## config.mk

```make
export PLATFORM = sky130hd
export DESIGN_NAME = delayed_branch_pipeline_control
export DESIGN_NICKNAME = d
export VERILOG_FILES = /design/src/pipe_ctrl_pkg.sv /design/src/delayed_branch_pipeline_control.sv
export VERILOG_INCLUDE_DIRS = /design/src
export SDC_FILE = /design/constraint.sdc
export NUM_CORES = 1
export LEC_CHECK = 0
export ABC_AREA = 0
export BUFFER_PORTS_ARGS = -buffer_cell sky130_fd_sc_hd__buf_2
export CAP_MARGIN = 20
export CORE_MARGIN = 3
export CORE_UTILIZATION = 50
export CTS_BUF_LIST = sky130_fd_sc_hd__clkbuf_16
export DETAILED_ROUTE_END_ITERATION = 6
export GPL_ROUTABILITY_DRIVEN = 0
export PLACE_DENSITY = 0.88
export SLEW_MARGIN = 20
export SYNTH_ARGS = -nofsm -noshare
export SYNTH_HDL_FRONTEND = slang
export SYNTH_SLANG_ARGS = --single-unit
```

## constraint.sdc

```tcl
create_clock -name clk -period 2.62 [get_ports clk]
set_input_delay 0.393 -clock clk [delete_from_list [all_inputs] [get_ports clk]]
set_output_delay 0.393 -clock clk [all_outputs]
set_load 0.1 [all_outputs]
```

## src/pipe_ctrl_defs.svh

```systemverilog
// timing and field constants for the pipeline control block
`ifndef PIPE_CTRL_DEFS_SVH
`define PIPE_CTRL_DEFS_SVH
`define STAGE_COUNT 5
`define ALIAS_REG_NUM 4'hf
`define REG_W 4
`define PC_W 32
`define PC_STEP 32'h0000_0002
`define RESET_PC 32'h0000_0000
`define STACK_SEL_RESET 1'h0
`define TAKEN_BRANCH_CYCLES 2
`define DELAYED_BRANCH_CYCLES 1
`endif

```

## src/pipe_ctrl_pkg.sv

```systemverilog
// types for the pipeline control block
package pipe_ctrl_pkg;
    typedef enum logic [1:0] {
        br_none = 2'b00,
        br_plain = 2'b01,
        br_delayed = 2'b10
    } branch_kind_e;
endpackage

```

## src/delayed_branch_pipeline_control.sv

```systemverilog
// pipeline control: stack-select interlock, load interlock, branch cancel and delay slot
// Summary of operation
// - five stages fetch, decode, alu, memory, writeback; one instruction per cycle
// - hold decode when it needs a register a load in alu stage still owes
// - stack alias register maps to system or user stack pointer by stack-select flag
// - stall one cycle when flag change is followed by stack alias reference
// - stall one cycle when flag change is followed by two-register format
// - taken plain branch cancels the fetched follower, then fetches the target
// - taken plain branch costs two cycles, untaken costs one
// - untaken plain branch lets the follower complete, continuing in sequence
// - delayed branch always completes its delay-slot instruction
// - delayed branch costs one cycle whether taken or not
// - taken delayed branch runs the slot instruction before the target
// - no exception, interrupt or trap accepted during delayed branch or its slot
`timescale 1ns/1ps
`include "pipe_ctrl_defs.svh"

module delayed_branch_pipeline_control #(
    parameter int PC_W = `PC_W
) (
    // clock and reset
    input wire logic clk,
    input wire logic resetn,
    // decode-stage instruction attributes
    input wire logic dec_valid,
    input wire logic [`REG_W-1:0] dec_src_a,
    input wire logic [`REG_W-1:0] dec_src_b,
    input wire logic dec_uses_src_a,
    input wire logic dec_uses_src_b,
    input wire logic dec_two_reg_format,
    input wire logic dec_writes_stack_sel,
    input wire logic dec_is_load,
    input wire logic [`REG_W-1:0] dec_dest,
    input wire pipe_ctrl_pkg::branch_kind_e dec_branch,
    input wire logic [PC_W-1:0] dec_target,
    // branch resolution and flag update from alu stage
    input wire logic alu_branch_cond,
    input wire logic alu_new_stack_sel,
    // pending exception_trap_processing request
    input wire logic exception_trap_request,
    // fetch control
    output logic [PC_W-1:0] fetch_pc,
    output logic fetch_hold,
    // stage valid bits, decode_stage to register_writeback_stage
    output logic decode_stage_valid,
    output logic alu_stage_valid,
    output logic memory_access_stage_valid,
    output logic register_writeback_stage_valid,
    // hazards, cancellation and status
    output logic decode_stall,
    output logic cancel_follower,
    output logic stack_sel,
    output logic alias_uses_user_sp,
    output logic exception_trap_accept
);
    // pipeline state
    logic [PC_W-1:0] pc;
    logic ex_v, ma_v, wb_v;
    logic ex_load, ex_sflag;
    logic [`REG_W-1:0] ex_dest;
    pipe_ctrl_pkg::branch_kind_e ex_br;
    logic slot_pending;
    logic sflag;
    logic stall_q, cancel_q, accept_q;
    logic [PC_W-1:0] next_pc;
    logic next_ex_v, next_ma_v, next_wb_v, next_ex_load, next_ex_sflag;
    logic [`REG_W-1:0] next_ex_dest;
    pipe_ctrl_pkg::branch_kind_e next_ex_br;
    logic next_slot_pending, next_sflag, next_stall, next_cancel, next_accept;
    logic load_hz, stack_hz, stall, taken_plain, taken_delayed, dec_live;

    function automatic logic reads_reg(input logic [`REG_W-1:0] r);
        reads_reg = (dec_uses_src_a && dec_src_a == r) || (dec_uses_src_b && dec_src_b == r);
    endfunction

    always_comb begin
        dec_live = dec_valid && !cancel_q;
        load_hz = dec_live && ex_v && ex_load && reads_reg(ex_dest);
        stack_hz = dec_live && ex_v && ex_sflag
            && (reads_reg(`ALIAS_REG_NUM) || dec_two_reg_format);
        stall = load_hz || stack_hz;
        // branches resolve in decode, so only one fetched follower is ever in flight
        taken_plain = dec_live && !stall && dec_branch == pipe_ctrl_pkg::br_plain
            && alu_branch_cond;
        taken_delayed = dec_live && !stall && dec_branch == pipe_ctrl_pkg::br_delayed
            && alu_branch_cond;
        // the follower is in fetch now; it is squashed as it reaches decode next cycle
        next_cancel = taken_plain;
        next_stall = stall;
        next_pc = (taken_plain || taken_delayed) ? dec_target
            : (stall ? pc : PC_W'(pc + `PC_STEP));
        next_ex_v = dec_live && !stall;
        next_ex_load = dec_is_load;
        next_ex_sflag = dec_writes_stack_sel;
        next_ex_dest = dec_dest;
        next_ex_br = dec_branch;
        next_ma_v = ex_v;
        next_wb_v = ma_v;
        next_sflag = (ex_v && ex_sflag) ? alu_new_stack_sel : sflag;
        // slot runs while the delayed branch is in alu stage; stays pending until it advances
        next_slot_pending = ex_v && ex_br == pipe_ctrl_pkg::br_delayed;
        next_accept = exception_trap_request && !next_slot_pending && !slot_pending
            && !(dec_live && dec_branch == pipe_ctrl_pkg::br_delayed);
    end

    always_ff @(posedge clk or negedge resetn) begin
        if (!resetn) begin
            pc <= PC_W'(`RESET_PC);
            ex_v <= 1'b0;
            ma_v <= 1'b0;
            wb_v <= 1'b0;
            ex_load <= 1'b0;
            ex_sflag <= 1'b0;
            ex_dest <= '0;
            ex_br <= pipe_ctrl_pkg::br_none;
            slot_pending <= 1'b0;
            sflag <= `STACK_SEL_RESET;
            stall_q <= 1'b0;
            cancel_q <= 1'b0;
            accept_q <= 1'b0;
        end else begin
            pc <= next_pc;
            ex_v <= next_ex_v;
            ma_v <= next_ma_v;
            wb_v <= next_wb_v;
            ex_load <= next_ex_load;
            ex_sflag <= next_ex_sflag;
            ex_dest <= next_ex_dest;
            ex_br <= next_ex_br;
            slot_pending <= next_slot_pending;
            sflag <= next_sflag;
            stall_q <= next_stall;
            cancel_q <= next_cancel;
            accept_q <= next_accept;
        end
    end

    // outputs straight from flip-flops
    logic dec_v_q;
    always_ff @(posedge clk or negedge resetn) begin
        if (!resetn) begin
            dec_v_q <= 1'b0;
        end else begin
            dec_v_q <= dec_live;
        end
    end

    assign fetch_pc = pc;
    assign fetch_hold = stall_q;
    assign decode_stage_valid = dec_v_q;
    assign alu_stage_valid = ex_v;
    assign memory_access_stage_valid = ma_v;
    assign register_writeback_stage_valid = wb_v;
    assign decode_stall = stall_q;
    assign cancel_follower = cancel_q;
    assign stack_sel = sflag;
    assign alias_uses_user_sp = sflag;
    assign exception_trap_accept = accept_q;

    property p_sflag_interlock;
        @(posedge clk) disable iff (!resetn)
        (dec_valid && !cancel_q && ex_v && ex_sflag && dec_two_reg_format) |=> decode_stall;
    endproperty
    a_sflag_interlock: assert property (p_sflag_interlock) else $error("no stall after flag change");

    property p_alias_stall;
        @(posedge clk) disable iff (!resetn)
        (dec_valid && !cancel_q && ex_v && ex_sflag && dec_uses_src_a
            && dec_src_a == `ALIAS_REG_NUM) |=> decode_stall ##1 1'b1;
    endproperty
    a_alias_stall: assert property (p_alias_stall) else $error("alias reference not stalled");

    property p_load_stall;
        @(posedge clk) disable iff (!resetn)
        load_hz |=> decode_stall && !alu_stage_valid && fetch_pc == $past(fetch_pc);
    endproperty
    a_load_stall: assert property (p_load_stall) else $error("load hazard not held");

    property p_plain_cancel;
        @(posedge clk) disable iff (!resetn)
        taken_plain |=> cancel_follower && fetch_pc == $past(dec_target) ##1 !alu_stage_valid;
    endproperty
    a_plain_cancel: assert property (p_plain_cancel) else $error("follower not cancelled");

    property p_untaken_plain;
        @(posedge clk) disable iff (!resetn)
        (dec_live && !stall && dec_branch == pipe_ctrl_pkg::br_plain && !alu_branch_cond)
            |=> !cancel_follower;
    endproperty
    a_untaken_plain: assert property (p_untaken_plain) else $error("untaken branch cancelled");

    property p_delay_slot;
        @(posedge clk) disable iff (!resetn)
        (ex_v && ex_br == pipe_ctrl_pkg::br_delayed && dec_valid && !cancel_q && !stall)
            |=> alu_stage_valid && !cancel_follower;
    endproperty
    a_delay_slot: assert property (p_delay_slot) else $error("delay slot lost");

    property p_delayed_target;
        @(posedge clk) disable iff (!resetn)
        taken_delayed |=> fetch_pc == $past(dec_target);
    endproperty
    a_delayed_target: assert property (p_delayed_target) else $error("target not fetched");

    property p_delayed_cost;
        @(posedge clk) disable iff (!resetn)
        taken_delayed |=> !cancel_follower ##1 !cancel_follower;
    endproperty
    a_delayed_cost: assert property (p_delayed_cost) else $error("delayed branch lost a cycle");

    property p_no_accept;
        @(posedge clk) disable iff (!resetn)
        (ex_v && ex_br == pipe_ctrl_pkg::br_delayed) |=> !exception_trap_accept [*2];
    endproperty
    a_no_accept: assert property (p_no_accept) else $error("trap accepted in delay slot");

    property p_stage_flow;
        @(posedge clk) disable iff (!resetn)
        alu_stage_valid |=> memory_access_stage_valid ##1 register_writeback_stage_valid;
    endproperty
    a_stage_flow: assert property (p_stage_flow) else $error("stage did not advance");

    property p_flag_select;
        @(posedge clk) disable iff (!resetn)
        (ex_v && ex_sflag) |=> alias_uses_user_sp == $past(alu_new_stack_sel);
    endproperty
    a_flag_select: assert property (p_flag_select) else $error("stack select wrong");
endmodule

```

==> Word level (Yosys, flattened, before mapping) <==
Cells that the tools add are included.
{ "word_totals": {"wordCells": 56, "out_inout_bits": 42, "register_bits": 49, "inputBits": 57} }
{ "classes": {"n_eq_ne": 8, "mux": 2, "add_sub_neg": 1, "n_reduce_logical": 31} }
{ "ops": {"columns": ["op", "n"], "rows": [
  ["32-bit two-way mux", 2],
  ["32-bit by 2-bit adder with 32-bit output, second input constant", 1],
  ["1-bit logical AND", 21],
  ["4-bit == test", 2],
  ["4-bit == test, second input constant", 2],
  ["1-bit zero test", 5],
  ["1-bit logical OR", 5],
  ["2-bit == test, second input constant", 2],
  ["2-bit by 1-bit == test with 1-bit output, second input constant", 1],
  ["2-bit by 1-bit != test with 1-bit output, second input constant", 1]
]} }

==> Longest topological paths before layout <==
{ "depth": {"word_depth": 12, "mapped_depth": 7, "depth_no_buf": 6} }

==> Worst setup path before layout <==
Ideal clock, no wire load.
{ "synth_timing": {"kind": "reg2reg", "from": "register pc[9] (netlist: fetch_pc[9])", "to": "register pc[21] (netlist: fetch_pc[21])", "setup_slack_ps": -39, "period_less_slack_ps": 2659, "stages_incl_launch_ff": 7, "arrival_time_ps": 2537, "setup_time_ps": 122, "path_cell_list": "dfrtp_1 -> buf_2 -> nand4_4 -> nor4_2 -> nand4_1 -> a211o_1 -> a22o_1"} }
{ "synth_via": {"elab_chain_len": 3} }
{ "synth_lines": {"columns": ["element", "line", "source"], "rows": [
  ["start, declared", "delayed_branch_pipeline_control.sv:57", "logic [PC_W-1:0] pc;"],
  ["start signal, assigned", "delayed_branch_pipeline_control.sv:108", "pc <= PC_W'(`RESET_PC);"],
  ["start signal, assigned", "delayed_branch_pipeline_control.sv:122", "pc <= next_pc;"],
  ["32-bit by 2-bit adder with 32-bit output (no source line)", null, null],
  ["32-bit two-way mux", "delayed_branch_pipeline_control.sv:91", ": (stall ? pc : PC_W'(pc + `PC_STEP));"],
  ["32-bit two-way mux", "delayed_branch_pipeline_control.sv:90", "next_pc = (taken_plain || taken_delayed) ? dec_target"]
]} }
No other way between the ends. The select of a mux whose other input is x is not followed.
A chain may end at the register's enable or synchronous reset.

==> Worst setup path after layout <==
{ "layout_timing": {"from": "register pc[1] (netlist: fetch_pc[1])", "to": "register pc[21] (netlist: fetch_pc[21])"} }
The elaborated chain is that of the path after synthesis.

==> flow_metrics.tcl <==
set metrics [dict create \
    status "finished, final reports clean" \
    synth_flop_cell "dfrtp_1" \
    r2r-start "fetch_pc[1]" \
    tns_ps 0 \
    critPathMaxFanout 6 \
    tritoncts "built" \
    die_area_sq_um 6380 \
    postSynthCellCount 291 \
    worstMarginPinSlew_ps 630 \
    setup_viol 0 \
    synth.top_cell.area_share_pct 45.0 \
    synth_area_sq_um 2730 \
    rsz0062_at_grt "no" \
    yosysWarnings 0 \
    slowest_stage "nor4_2" \
    cts_sinks 49 \
    wire_per_inst_um 16.3 \
    multi_input_area_sq_um 1400 \
    fin_worst_skew_ps 6.19 \
    grt_max_degree 28 \
    synth_edf_count 0 \
    drt_iter0_drc 255 \
    ant_nets 0 \
    coreArea_sq_um 5200 \
    cts_htree_levels 2 \
    grt.total_usage_pct 24.1 \
    max_cap_violations 0 \
    area_growth_pct 28.7 \
    grt_overflow 0 \
    pwr_density_cell_nw_per_um2 1070 \
    cts_root_buffer "clkbuf_16" \
    synth-seq-cells 49 \
    post_cts_resized 0 \
    chipHeight_um 79.9 \
    fin_util_pct 67.4 \
    finalNonFillerCells 459 \
    synth_area_leaders "dfrtp_1, a2bb2oi_1, nand4_1, nand2_1, o22ai_1" \
    synth_most_common_cell "dfrtp_1" \
    drive_gt1_share_pct 33.9 \
    cp_common_cell "nand4_1" \
    ir_drop_v 0.00119 \
    drc_errors 0 \
    synthArstFlopShare_pct 100 \
    syn_area_per_cell_sq_um 9.37 \
    n_fill_cell 439 \
    grt_pass1_vias 2655 \
    port_buffers 98 \
    rows 26 \
    ios 99 \
    crit_chain "ha_1, nand4_1, nor4_2, nand4_1, a211o_1, a22o_1" \
    finalNetCount 446 \
    p_leak_nw 1.57 \
    die_x_um 79.9 \
    cts_buffer_depth 2 \
    post-cts-setup-buffer-count 0 \
    max_stage_delay_ps 480 \
    clock_latency_ps 290 \
    wl_mm 7.49 \
    dp.cells 451 \
    max_freq_ghz 0.459 \
    via_per_inst 6.09 \
    synth.net_count 349 \
    start_util_pct 52.4 \
    crit_start "fetch_pc[1]" \
    cp-end-kind "flop" \
    drv_slew 0 \
    dp_hpwl_mm 5.31 \
    dr.pass1.iters 6 \
    cts_hold_buffers 0 \
    post-route-period-util_pct 83.2 \
    setup_ws_ps 440 \
    synth.top_cells.by_count "dfrtp_1, nand2_1, a2bb2oi_1, nor3_1, nand4_1" \
    hold_class "input pin to async pin" \
    yosysTopAreaCell "dfrtp_1" \
    hold_viol 0 \
    maxSlewHeadroom_pct 58.0 \
    cts_buffers 5 \
    fin_crit_ps 2180 \
    final-seq-area_sq_um 1230 \
    vias 2796 \
    clk_pin_slew_ps 60 \
    antenna_found_initial 0 \
    grt_pass1_wl_mm 12.4 \
    hold_slack_ps 121 \
    crit_path_start_kind "flop" \
    ys_seq_area_share_pct 45.0 \
    cp.required_ps 2790 \
    cp_data_arrival_time_ps 2350 \
    n_antenna_cell 0 \
    yosys.cell_types.count 46 \
    path_class "flop to flop" \
    pre_cts_slack_ps 498 \
]
critical path: cells and delay by family, from the launching register on:
kind / cells / cell delay [ps]
flip-flops: 1 / 400
adder cells (fa/ha/maj): 1 / 240
AND/OR/NAND/NOR: 3 / 860
AO/OA/AOI/OAI: 2 / 560
where the power goes:
group | switching, mW | leakage, nW | internal (mW)
registers | 0.228 | 0.560 | 0.925
logic | 1.53 | 0.929 | 0.376
clock network | 0.271 | 0.0850 | 0.445
total | 2.03 | 1.57 | 1.75
path summary, 6_finish.rpt:
kind	endpoint	cells after the start	slack (ps)
worst max register to register	fetch_pc[21]	6	440
worst min-delay path	fetch_pc[28]	1	120
max in group asynchronous	fetch_pc[24]	2	1780
worst min register to register	register_writeback_stage_valid	0	370
worst max-delay path	fetch_pc[21]	6	440
min in group clk	ex_load	1	210
state kept, by name (all words and copies together) (netlist names):
name,count
alu_stage_valid,1
cancel_follower,1
register_writeback_stage_valid,1
slot_pending,1
ex_dest,4
decode_stall,1
decode_stage_valid,1
ex_sflag,1
exception_trap_accept,1
memory_access_stage_valid,1
ex_br,2
alias_uses_user_sp,1
fetch_pc,32
ex_load,1
cells by family after synthesis:
group | synth area share (%)
flip-flops | 45.0
AND/OR/NAND/NOR | 22.0
adder cells (fa/ha/maj) | 0.459
multiplexers | 1.19
XOR/XNOR | 2.57
AO/OA/AOI/OAI | 24.5
buffers and inverters | 4.31
metrics by stage:
stage / area [sq um] / power, mW
after global placement: 3350 / 3.02
after global routing: 3510 / 3.91
after CTS: 3510 / 3.78
final: 3510 / 3.77
after detailed placement: 3350 / 3.06
after floorplan: 2730 / 2.70
cells in the final DEF, fill, tap and decap left out, drive strengths merged, types with 2 or more instances in the layout:
| master | instances |
|---|---|
| buf | 111 |
| mux2 | 2 |
| dfrtp | 49 |
| nor4 | 2 |
| and2 | 2 |
| nand4 | 19 |
| a211o | 2 |
| nand3 | 11 |
| nor4b | 2 |
| inv | 7 |
| nor2 | 15 |
| xnor2 | 8 |
| nand2 | 27 |
| o21ai | 13 |
| a31oi | 9 |
| clkbuf | 5 |
| nor3 | 20 |
| a2bb2oi | 26 |
| a211oi | 13 |
| and3 | 5 |
| a21oi | 5 |
| o22ai | 16 |
| o31ai | 3 |
| nand2b | 3 |
layout make-up:
class,count,share of cell area (%)
Clock buffer,5,3.57
Clock inverter,3,1.11
Inverter,6,0.642
Multi-Input combinational cell,215,40.0
Sequential cell,49,35.1
Tap cell,70,2.50
Timing Repair Buffer,111,17.1
per-layer routing:
metal  part of all wire (%)  vias up  track usage [%]  wire [um]
li1                       -     1314                -          -
met1                     42     1330             32.1       3130
met2                     49      129             40.1       3700
met3                    6.4       23             3.16        477
met4                    2.5        0             8.78        184
met5                      0        -                0          0
Note: power is estimated with default switching activity, not from simulation.
